### src/hw/pfp_pkg.sv
// pfp_pkg: constants and types for the printer fault and panel controller.
// assumes a single 40 MHz core clock shared by every user of this package.
package pfp_pkg;

  // =========================================================================
  // clock and timing
  localparam int unsigned CLK_HZ          = 40_000_000;
  localparam int unsigned LOCK_TIME_MS    = 1000;
  localparam int unsigned LOCK_CYCLES     = (CLK_HZ / 1000) * LOCK_TIME_MS;
  localparam int unsigned QUICK_HALF_DEF  = 4_000_000;  // 100 ms half period
  localparam int unsigned SLOW_HALF_DEF   = 20_000_000; // 500 ms half period
  localparam int unsigned PRESS_LONG_MS   = 500;
  localparam int unsigned PRESS_LONG_CYC  = (CLK_HZ / 1000) * PRESS_LONG_MS;
  localparam int unsigned LOAD_FEED_DEF   = 64;         // lines to the outlet

  // =========================================================================
  // temperature thresholds, head sensor code in degrees celsius
  localparam logic [7:0] TEMP_HOT_C  = 8'h41;  // 65
  localparam logic [7:0] TEMP_COOL_C = 8'h3c;  // 60

  // =========================================================================
  // lamp patterns, highest severity first
  typedef enum logic [2:0] {
    PFP_PAT_NONE   = 3'b000,
    PFP_PAT_MEM    = 3'b001,
    PFP_PAT_CUT    = 3'b010,
    PFP_PAT_PEND   = 3'b011,
    PFP_PAT_COVER  = 3'b100,
    PFP_PAT_HOT    = 3'b101,
    PFP_PAT_NEAR   = 3'b110,
    PFP_PAT_MACRO  = 3'b111
  } pfp_pat_t;

  // mechanism sequencing state
  typedef enum logic [2:0] {
    PFP_ST_POR     = 3'b000,
    PFP_ST_IDLE    = 3'b001,
    PFP_ST_LOAD    = 3'b010,
    PFP_ST_LDCUT   = 3'b011,
    PFP_ST_CUTINIT = 3'b100,
    PFP_ST_SELF    = 3'b101
  } pfp_state_t;

endpackage : pfp_pkg

### src/hw/pfp_ctrl.sv
// pfp_ctrl: fault supervision and operator panel for a line thermal printer.
// assumes sensor, switch and sequencer inputs are already synchronous and
// debounced; the print engine honours print_halt and acts on the request
// pulses, answering feed_done and cut_done.
//
// Function
// power lamp is lit whenever the unit is powered, except while a memory fault blinks it.
// memory fault: power lamp quick blink, error lamp steady, never cleared.
// cover open lights error lamp and halts printing until closed.
// cover-open feed permitted when its configuration switch allows it.
// head at or above 65 C lights error lamp and suspends printing.
// printing resumes alone once the head cools to 60 C or below.
// near-end sensor lights error lamp steadily until paper is refitted.
// paper end quick-blinks error lamp and stops printing until refitted.
// paper arriving at the head starts the loading sequence automatically.
// loading pulls paper to the outlet, then cuts the excess leader.
// cutter sensor frozen one second while motor runs declares cutter lock.
// feed press during lock runs cutter initialisation, clearing the alarm.
// cutter enable switch; when disabled no cut is ever issued.
// macro wait slow-blinks error lamp; feed press starts the macro.
// brief feed press advances exactly one line.
// held feed switch keeps feeding line after line until release.
// feed held at power-on runs the self-print routine.
// blink rates programmable; highest-severity fault pattern is displayed.
`timescale 1ns/1ps

module pfp_ctrl #(
  parameter int unsigned QUICK_HALF = pfp_pkg::QUICK_HALF_DEF,
  parameter int unsigned SLOW_HALF  = pfp_pkg::SLOW_HALF_DEF,
  parameter int unsigned LOCK_CYC   = pfp_pkg::LOCK_CYCLES,
  parameter int unsigned LONG_CYC   = pfp_pkg::PRESS_LONG_CYC,
  parameter int unsigned LOAD_LINES = pfp_pkg::LOAD_FEED_DEF
) (
  input  wire logic       core_clk,
  input  wire logic       resetn,
  input  wire logic       feed_sw,
  input  wire logic       cover_open,
  input  wire logic [7:0] head_temp,
  input  wire logic       paper_near_end,
  input  wire logic       paper_present,
  input  wire logic       cutter_pos,
  input  wire logic       mem_fail,
  input  wire logic       cfg_cutter_en,
  input  wire logic       cfg_cover_feed_en,
  input  wire logic       macro_pending,
  input  wire logic       feed_done,
  input  wire logic       cut_done,
  input  wire logic       cutter_home,
  output logic            power_lamp,
  output logic            error_lamp,
  output logic            print_halt,
  output logic            feed_line_req,
  output logic            cut_req,
  output logic            cutter_motor,
  output logic            macro_start,
  output logic            self_print_start,
  output logic            cutter_lock
);
  import pfp_pkg::*;

  localparam int unsigned LCW = $clog2(LOCK_CYC + 1);
  localparam int unsigned PCW = $clog2(LONG_CYC + 1);
  localparam int unsigned QW  = $clog2(QUICK_HALF + 1);
  localparam int unsigned SW  = $clog2(SLOW_HALF + 1);
  localparam int unsigned LLW = $clog2(LOAD_LINES + 1);

  // =========================================================================
  // fault flags
  logic mem_fault_r, mem_fault_nxt;
  logic hot_r, hot_nxt;
  logic lock_r, lock_nxt;
  logic [LCW-1:0] lock_cnt_r, lock_cnt_nxt;
  logic pos_prev_r, pos_prev_nxt;
  logic init_done;

  always_comb begin
    mem_fault_nxt = mem_fault_r | mem_fail;
    hot_nxt       = hot_r;
    if (head_temp >= TEMP_HOT_C)
      hot_nxt = 1'b1;
    else if (head_temp <= TEMP_COOL_C)
      hot_nxt = 1'b0;
    pos_prev_nxt  = cutter_pos;
    lock_cnt_nxt  = '0;
    lock_nxt      = lock_r;
    // sensor must toggle while the motor turns; a frozen level means a jam
    if (cutter_motor && !lock_r && cutter_pos == pos_prev_r) begin
      lock_cnt_nxt = lock_cnt_r + LCW'(1);
      if (lock_cnt_r >= LCW'(LOCK_CYC - 1))
        lock_nxt = 1'b1;
    end
    if (init_done)
      lock_nxt = 1'b0;
  end

  always_ff @(posedge core_clk or negedge resetn) begin
    if (!resetn) begin
      mem_fault_r <= 1'b0;
      hot_r       <= 1'b0;
      lock_r      <= 1'b0;
      lock_cnt_r  <= '0;
      pos_prev_r  <= 1'b0;
    end else begin
      mem_fault_r <= mem_fault_nxt;
      hot_r       <= hot_nxt;
      lock_r      <= lock_nxt;
      lock_cnt_r  <= lock_cnt_nxt;
      pos_prev_r  <= pos_prev_nxt;
    end
  end

  // =========================================================================
  // feed switch: press, hold and release
  logic sw_prev_r, sw_prev_nxt;
  logic [PCW-1:0] hold_cnt_r, hold_cnt_nxt;
  logic held_r, held_nxt;
  logic press;
  logic any_fault;
  logic feed_ok;

  assign press    = feed_sw & ~sw_prev_r;
  assign any_fault = mem_fault_r | lock_r | ~paper_present | hot_r
                   | cover_open;
  // feeding is mechanical only, so heat does not block it
  assign feed_ok  = !mem_fault_r && !lock_r && paper_present
                 && (!cover_open || cfg_cover_feed_en);

  always_comb begin
    sw_prev_nxt  = feed_sw;
    hold_cnt_nxt = '0;
    held_nxt     = 1'b0;
    if (feed_sw) begin
      held_nxt     = held_r;
      hold_cnt_nxt = hold_cnt_r;
      if (hold_cnt_r >= PCW'(LONG_CYC - 1))
        held_nxt = 1'b1;
      else
        hold_cnt_nxt = hold_cnt_r + PCW'(1);
    end
  end

  always_ff @(posedge core_clk or negedge resetn) begin
    if (!resetn) begin
      sw_prev_r  <= 1'b0;
      hold_cnt_r <= '0;
      held_r     <= 1'b0;
    end else begin
      sw_prev_r  <= sw_prev_nxt;
      hold_cnt_r <= hold_cnt_nxt;
      held_r     <= held_nxt;
    end
  end

  // =========================================================================
  // sequencer: power-on, paper load, cutter init, line feed
  pfp_state_t st_r, st_nxt;
  logic paper_prev_r, paper_prev_nxt;
  logic [LLW-1:0] load_cnt_r, load_cnt_nxt;
  logic busy_r, busy_nxt;          // one feed line outstanding
  logic feed_nxt, cut_nxt, motor_nxt, macro_nxt, self_nxt;

  assign init_done = (st_r == PFP_ST_CUTINIT) && cutter_home;

  always_comb begin
    st_nxt         = st_r;
    paper_prev_nxt = paper_present;
    load_cnt_nxt   = load_cnt_r;
    busy_nxt       = busy_r & ~feed_done;
    feed_nxt       = 1'b0;
    cut_nxt        = 1'b0;
    motor_nxt      = cutter_motor;
    macro_nxt      = 1'b0;
    self_nxt       = 1'b0;
    case (st_r)
      PFP_ST_POR: begin
        st_nxt = PFP_ST_IDLE;
        if (feed_sw) begin
          self_nxt = 1'b1;
          st_nxt   = PFP_ST_SELF;
        end
      end
      PFP_ST_SELF: begin
        if (!feed_sw)
          st_nxt = PFP_ST_IDLE;
      end
      PFP_ST_IDLE: begin
        if (paper_present && !paper_prev_r && !mem_fault_r) begin
          st_nxt       = PFP_ST_LOAD;
          load_cnt_nxt = '0;
        end else if (lock_r && press) begin
          st_nxt    = PFP_ST_CUTINIT;
          motor_nxt = 1'b1;
        end else if (macro_pending && press && !any_fault) begin
          macro_nxt = 1'b1;
        end else if (feed_ok && !busy_r && (press || held_r)) begin
          feed_nxt = 1'b1;
          busy_nxt = 1'b1;
        end
      end
      PFP_ST_LOAD: begin
        if (!paper_present || mem_fault_r) begin
          st_nxt = PFP_ST_IDLE;
        end else if (!busy_r && load_cnt_r >= LLW'(LOAD_LINES)) begin
          if (cfg_cutter_en && !lock_r) begin
            st_nxt    = PFP_ST_LDCUT;
            cut_nxt   = 1'b1;
            motor_nxt = 1'b1;
          end else begin
            st_nxt = PFP_ST_IDLE;
          end
        end else if (!busy_r) begin
          feed_nxt     = 1'b1;
          busy_nxt     = 1'b1;
          load_cnt_nxt = load_cnt_r + LLW'(1);
        end
      end
      PFP_ST_LDCUT: begin
        if (cut_done || lock_r) begin
          motor_nxt = 1'b0;
          st_nxt    = PFP_ST_IDLE;
        end
      end
      PFP_ST_CUTINIT: begin
        if (cutter_home) begin
          motor_nxt = 1'b0;
          st_nxt    = PFP_ST_IDLE;
        end
      end
      default: st_nxt = PFP_ST_IDLE;
    endcase
  end

  always_ff @(posedge core_clk or negedge resetn) begin
    if (!resetn) begin
      st_r             <= PFP_ST_POR;
      paper_prev_r     <= 1'b0;
      load_cnt_r       <= '0;
      busy_r           <= 1'b0;
      feed_line_req    <= 1'b0;
      cut_req          <= 1'b0;
      cutter_motor     <= 1'b0;
      macro_start      <= 1'b0;
      self_print_start <= 1'b0;
    end else begin
      st_r             <= st_nxt;
      paper_prev_r     <= paper_prev_nxt;
      load_cnt_r       <= load_cnt_nxt;
      busy_r           <= busy_nxt;
      feed_line_req    <= feed_nxt;
      cut_req          <= cut_nxt;
      cutter_motor     <= motor_nxt;
      macro_start      <= macro_nxt;
      self_print_start <= self_nxt;
    end
  end

  // =========================================================================
  // lamps and halt
  logic [QW-1:0] q_cnt_r, q_cnt_nxt;
  logic [SW-1:0] s_cnt_r, s_cnt_nxt;
  logic q_ph_r, q_ph_nxt, s_ph_r, s_ph_nxt;
  pfp_pat_t pat;
  logic pwr_nxt, err_nxt, halt_nxt;

  always_comb begin
    q_cnt_nxt = q_cnt_r + QW'(1);
    q_ph_nxt  = q_ph_r;
    if (q_cnt_r >= QW'(QUICK_HALF - 1)) begin
      q_cnt_nxt = '0;
      q_ph_nxt  = ~q_ph_r;
    end
    s_cnt_nxt = s_cnt_r + SW'(1);
    s_ph_nxt  = s_ph_r;
    if (s_cnt_r >= SW'(SLOW_HALF - 1)) begin
      s_cnt_nxt = '0;
      s_ph_nxt  = ~s_ph_r;
    end
    // priority chain, most severe first
    if (mem_fault_r)              pat = PFP_PAT_MEM;
    else if (lock_r)              pat = PFP_PAT_CUT;
    else if (!paper_present)      pat = PFP_PAT_PEND;
    else if (cover_open)          pat = PFP_PAT_COVER;
    else if (hot_r)               pat = PFP_PAT_HOT;
    else if (paper_near_end)      pat = PFP_PAT_NEAR;
    else if (macro_pending)       pat = PFP_PAT_MACRO;
    else                          pat = PFP_PAT_NONE;
    pwr_nxt = 1'b1;
    err_nxt = 1'b0;
    case (pat)
      PFP_PAT_MEM: begin
        pwr_nxt = q_ph_r;
        err_nxt = 1'b1;
      end
      PFP_PAT_CUT:   err_nxt = q_ph_r & s_ph_r;
      PFP_PAT_PEND:  err_nxt = q_ph_r;
      PFP_PAT_COVER: err_nxt = 1'b1;
      PFP_PAT_HOT:   err_nxt = 1'b1;
      PFP_PAT_NEAR:  err_nxt = 1'b1;
      PFP_PAT_MACRO: err_nxt = s_ph_r;
      default:       err_nxt = 1'b0;
    endcase
    halt_nxt = any_fault;
  end

  always_ff @(posedge core_clk or negedge resetn) begin
    if (!resetn) begin
      q_cnt_r     <= '0;
      s_cnt_r     <= '0;
      q_ph_r      <= 1'b0;
      s_ph_r      <= 1'b0;
      power_lamp  <= 1'b0;
      error_lamp  <= 1'b0;
      print_halt  <= 1'b1;
      cutter_lock <= 1'b0;
    end else begin
      q_cnt_r     <= q_cnt_nxt;
      s_cnt_r     <= s_cnt_nxt;
      q_ph_r      <= q_ph_nxt;
      s_ph_r      <= s_ph_nxt;
      power_lamp  <= pwr_nxt;
      error_lamp  <= err_nxt;
      print_halt  <= halt_nxt;
      cutter_lock <= lock_nxt;
    end
  end

endmodule : pfp_ctrl

### config.mk
export PLATFORM = sky130hd
export DESIGN_NAME = pfp_ctrl
export DESIGN_NICKNAME = d
export VERILOG_FILES = /design/src/hw/pfp_pkg.sv /design/src/hw/pfp_ctrl.sv
export SDC_FILE = /design/constraint.sdc
export NUM_CORES = 1
export LEC_CHECK = 0
export ABC_AREA = 1
export ABC_CLOCK_PERIOD_IN_PS = 1600
export BUFFER_PORTS_ARGS = -buffer_cell sky130_fd_sc_hd__buf_2
export CORE_MARGIN = 2
export CORE_UTILIZATION = 58
export CTS_BUF_LIST = sky130_fd_sc_hd__clkbuf_4 sky130_fd_sc_hd__clkbuf_8
export CTS_CLUSTER_DIAMETER = 200
export DETAILED_ROUTE_END_ITERATION = 16
export GPL_TIMING_DRIVEN = 1
export PLACE_DENSITY = 0.85
export SLEW_MARGIN = 15
export SYNTH_ARGS = -nofsm -noshare
export SYNTH_HDL_FRONTEND = slang
export SYNTH_SLANG_ARGS = --single-unit
export TNS_END_PERCENT = 50
### constraint.sdc
create_clock -name core_clk -period 1.6 [get_ports core_clk]
set_input_delay 0.08 -clock core_clk [delete_from_list [all_inputs] [get_ports core_clk]]
set_output_delay 0.08 -clock core_clk [all_outputs]
set_load 0.02 [all_outputs]
==> reports/metrics.csv <==
stage,metric,value,unit
outcome,status,finished with violations,
outcome,failing checks,"hold timing, setup timing",
synthesis,"Distinct cells, synth",41,
timing,RSZ-0062 raised after global routing,true,
detailed_routing,vias per cell,5.553,
clocking,clk root buf,clkbuf_8,
global_route,first-pass GRT wire length,32.51,mm
clocking,worst skew pair latency,0.48,ns
synthesis,"FF+latch count, synth",126,
detailed_routing,post-route ant nets,0,
placement,port bufs,30,
setup_path,Max stage delay on crit path,0.44,ns
setup_path,crit start category,register,
global_route,vias in the first global route,7361,
timing,hold violation total from the final report,1,
final_layout,Antenna Cells,0,
timing,Slew headroom,71.55,%
floorplan,die area,14120,um^2
synthesis,Post-synth EDFFs,0,
timing,# setup viols final,46,
timing,Final min period,1.692,ns
detailed_routing,routed len/inst,14.71,um
global_route,Total GRT Usage,28.40,%
setup_path,CP Cell Sequence,nand2_1 > inv_1 > nand3_2 > nor3_2 > nand2_1 > nand3_4 > buf_12 > nand2_4 > nand2_1 > nand2_1,
synthesis,synthesized net count,1126,
setup_path,crit end category,register,
setup_path,slowest cell on the critical path,dfrtp_1,
setup_path,most frequent CP cell,nand2_1,
final_layout,fin util,78.01,%
timing,sum of negative setup slack,-1.890,ns
floorplan,die height,118.8,um
timing,Min Hold Slack,-0.001388,ns
floorplan,Chip Width,118.8,um
final_layout,fin nets,1270,
detailed_routing,WL final,21.01,mm
placement,dpl cell area,8546,um^2
setup_path,Setup CP Type,reg2reg,
clocking,CTS sink count,126,
setup_path,crit path DAT,2.07,ns
clocking,CTS buffer count,17,
setup_path,CP max FO,6,
detailed_routing,met3 WL post-DR,1.318,mm
detailed_routing,drt pass-1 iters,6,
timing,max-slew violations,0,
detailed_routing,DR DRC count,0,
timing,Slew @ Worst Pin,0.4249,ns
placement,post-DP HPWL,13.36,mm
floorplan,# IOs,31,
flow_run,max cap viols,0,
power_and_ir_drop,worst vdd ir,0.6294,mV
synthesis,fraction of synthesis flops using an asynchronous set or reset pin,100.0,%
floorplan,CORE AREA,12720,um^2
final_layout,share of layout cells above drive strength 1,25.16,%
synthesis,synthesized instance count,1099,
placement,GP Congestion,0.9645,
setup_path,worst path buffer plus inverter count,2,
timing,Fin Clk Skew,0.01076,ns
hold_path,Hold WC Path Type,in2reg,
clocking,clk slew on worst S/H paths,0.08,ns
detailed_routing,DRT iter0 DRCs,732,
synthesis,Post-synth top cells,"nand2_1 (294), nor2_1 (230), dfrtp_1 (125), inv_1 (120), nand3_1 (84)",
synthesis,predominant post-synthesis flop cell,dfrtp_1,
clocking,CTS tree,yes,
timing,setup slack after layout,-0.09217,ns
synthesis,synth top area cells,"dfrtp_1 (41%), nand2_1 (14%), nor2_1 (11%)",
synthesis,Synthesis Warnings,0,
clocking,CTS Buffer Depth,2,
final_layout,Finished Cell Area,9925,um^2
detailed_routing,top sig layer,met4,
global_route,pin count of the biggest net entering global routing,68,
global_route,Overflow after GRT,0,
global_route,initial antenna violation count,0,
setup_path,Top delay family on crit path,simple AND/OR/NAND/NOR gates,
power_and_ir_drop,power per cell area,804.3,nW/um^2
floorplan,row cnt,41,
final_layout,P&R area growth vs syn,29.78,%
timing,final worst-path cycle share,105.8,%
synthesis,"area leader, netlist",dfrtp_1,
synthesis,syn_area_per_cell,6.958,um^2
timing,fmax,591.0,MHz
power_and_ir_drop,leak pwr,4.540,nW
detailed_routing,met2 routed WL,10.58,mm
synthesis,post-synth top area share,40.90,%
setup_path,Required @ worst endpoint,1.97,ns
synthesis,most frequent cell after synthesis,nand2_1,
synthesis,"Seq/Total Area, Yosys",41.25,%
detailed_routing,total number of vias,7930,
clocking,H-tree Lvls,4,
floorplan,Initial Util,60.11,%
detailed_routing,M1 WL,8.424,mm
synthesis,Post-Syn Area,7647,um^2
==> through the flow <==
stage / power [mW] / hold WS (ns) / worst slack (ns) / std cells
5_1_grt: 8.286 / 0.009963 / -0.1910 / 1428
2_1_floorplan: 3.906 / -0.2156 / 0.005102 / 1099
3_5_place_dp: 4.287 / 0.1171 / -0.07007 / 1359
6_report: 7.982 / -0.001388 / -0.09217 / 1428
4_1_cts: 7.853 / 0.07504 / -0.01837 / 1414
3_3_place_gp: 4.259 / 0.1149 / -0.08530 / 1359
==> where the power goes <==
| group | leakage [nW] | internal (mW) | total [mW] | switching, mW |
|---|---|---|---|---|
| Sequential | 1.68 | 3.27 | 3.34 | 0.0763 |
| Combinational | 2.60 | 0.412 | 1.07 | 0.658 |
| Clock | 0.257 | 2.28 | 3.57 | 1.29 |
==> per-layer routing <==
metal | global-route usage, % | vias up
met5 | 0 | -
met4 | 10.34 | 0
met3 | 6.944 | 82
met2 | 47.95 | 338
met1 | 35.41 | 3734
li1 | - | 3776
==> sequential cells by signal, summed over array words and instances (netlist names), 3 cells and up <==
register / flops
hold_cnt_r: 25
s_cnt_r: 25
st_r: 3
load_cnt_r: 7
lock_cnt_r: 26
q_cnt_r: 22
==> cells in the final DEF (no fill, tap or decap), types with 3 or more instances in the layout <==
master,synthesis,layout
buf_2,4,29
xnor2_1,18,18
nor2_4,2,18
nand3_2,3,5
inv_2,2,17
nor2_2,4,37
nand2_4,2,4
nor3_1,42,31
o21ai_1,1,3
dfrtp_2,0,10
nand3_1,84,79
xor2_1,34,34
a21oi_1,14,12
nor2_1,230,181
buf_6,2,3
clkbuf_8,0,19
dfrtp_1,125,115
inv_1,120,104
nor3_2,1,11
nand2_2,12,33
buf_12,0,6
o211ai_1,5,5
buf_4,4,85
nor3b_1,11,10
dlygate4sd3_1,0,13
nand3_4,1,4
bufinv_16,0,7
o21ai_0,26,22
nand4_1,26,26
nand2_1,294,271
==> kinds of logic (layout without fill, tap and decap cells) <==
| logic type | after synthesis | after routing | share of synthesized area [%] |
|---|---|---|---|
| and+or+nand+nor | 719 | 721 | 40.41 |
| buffers and inverters | 140 | 295 | 7.330 |
| DFF | 126 | 126 | 41.25 |
| AOI/OAI and AO/OA | 57 | 57 | 4.238 |
| xor gates and xnor gates | 52 | 52 | 5.956 |
| adders and majority gates | 5 | 5 | 0.8181 |
==> worst paths after layout <==
check	end	cells past startpoint	slack (ns)	from
setup reg to reg	hold_cnt_r[3]	10	-0.09	hold_cnt_r[11]
min in group asynchronous	hold_cnt_r[3]	3	0.14	resetn
max in group asynchronous	print_halt	3	1.10	resetn
hold reg to reg	lock_cnt_r[0]	1	0.49	lock_cnt_r[0]
hold / removal	macro_start	3	-0.001	macro_pending
setup / recovery	hold_cnt_r[3]	10	-0.09	hold_cnt_r[11]
==> area by class of cell <==
cell class,instances,area [um^2]
clock buffer,21,276.5
tap,172,215.2
sequential,126,3167
timing repair buffer,140,1147
inverter,123,464.2
clock inverter,11,236.5
fill,900,2798
multi-input combinational,835,4418
==> worst register-to-register path: cells and delay by family (launching register included) <==
family	cells	cell delay, ns
DFF	1	0.44
buffers and inverters	2	0.27
and+or+nand+nor	8	0.89
==> repair_timing <==
action	CTS	global route
buffers inserted	10	9
hold buffers	13	0
endpoints found under the setup margin	45	100
gates resized for setup	6	157
cloned	0	6
endpoints found under the hold margin	141	0
pin swaps	1	33
No activity file was read; power rests on OpenSTA's default activity.
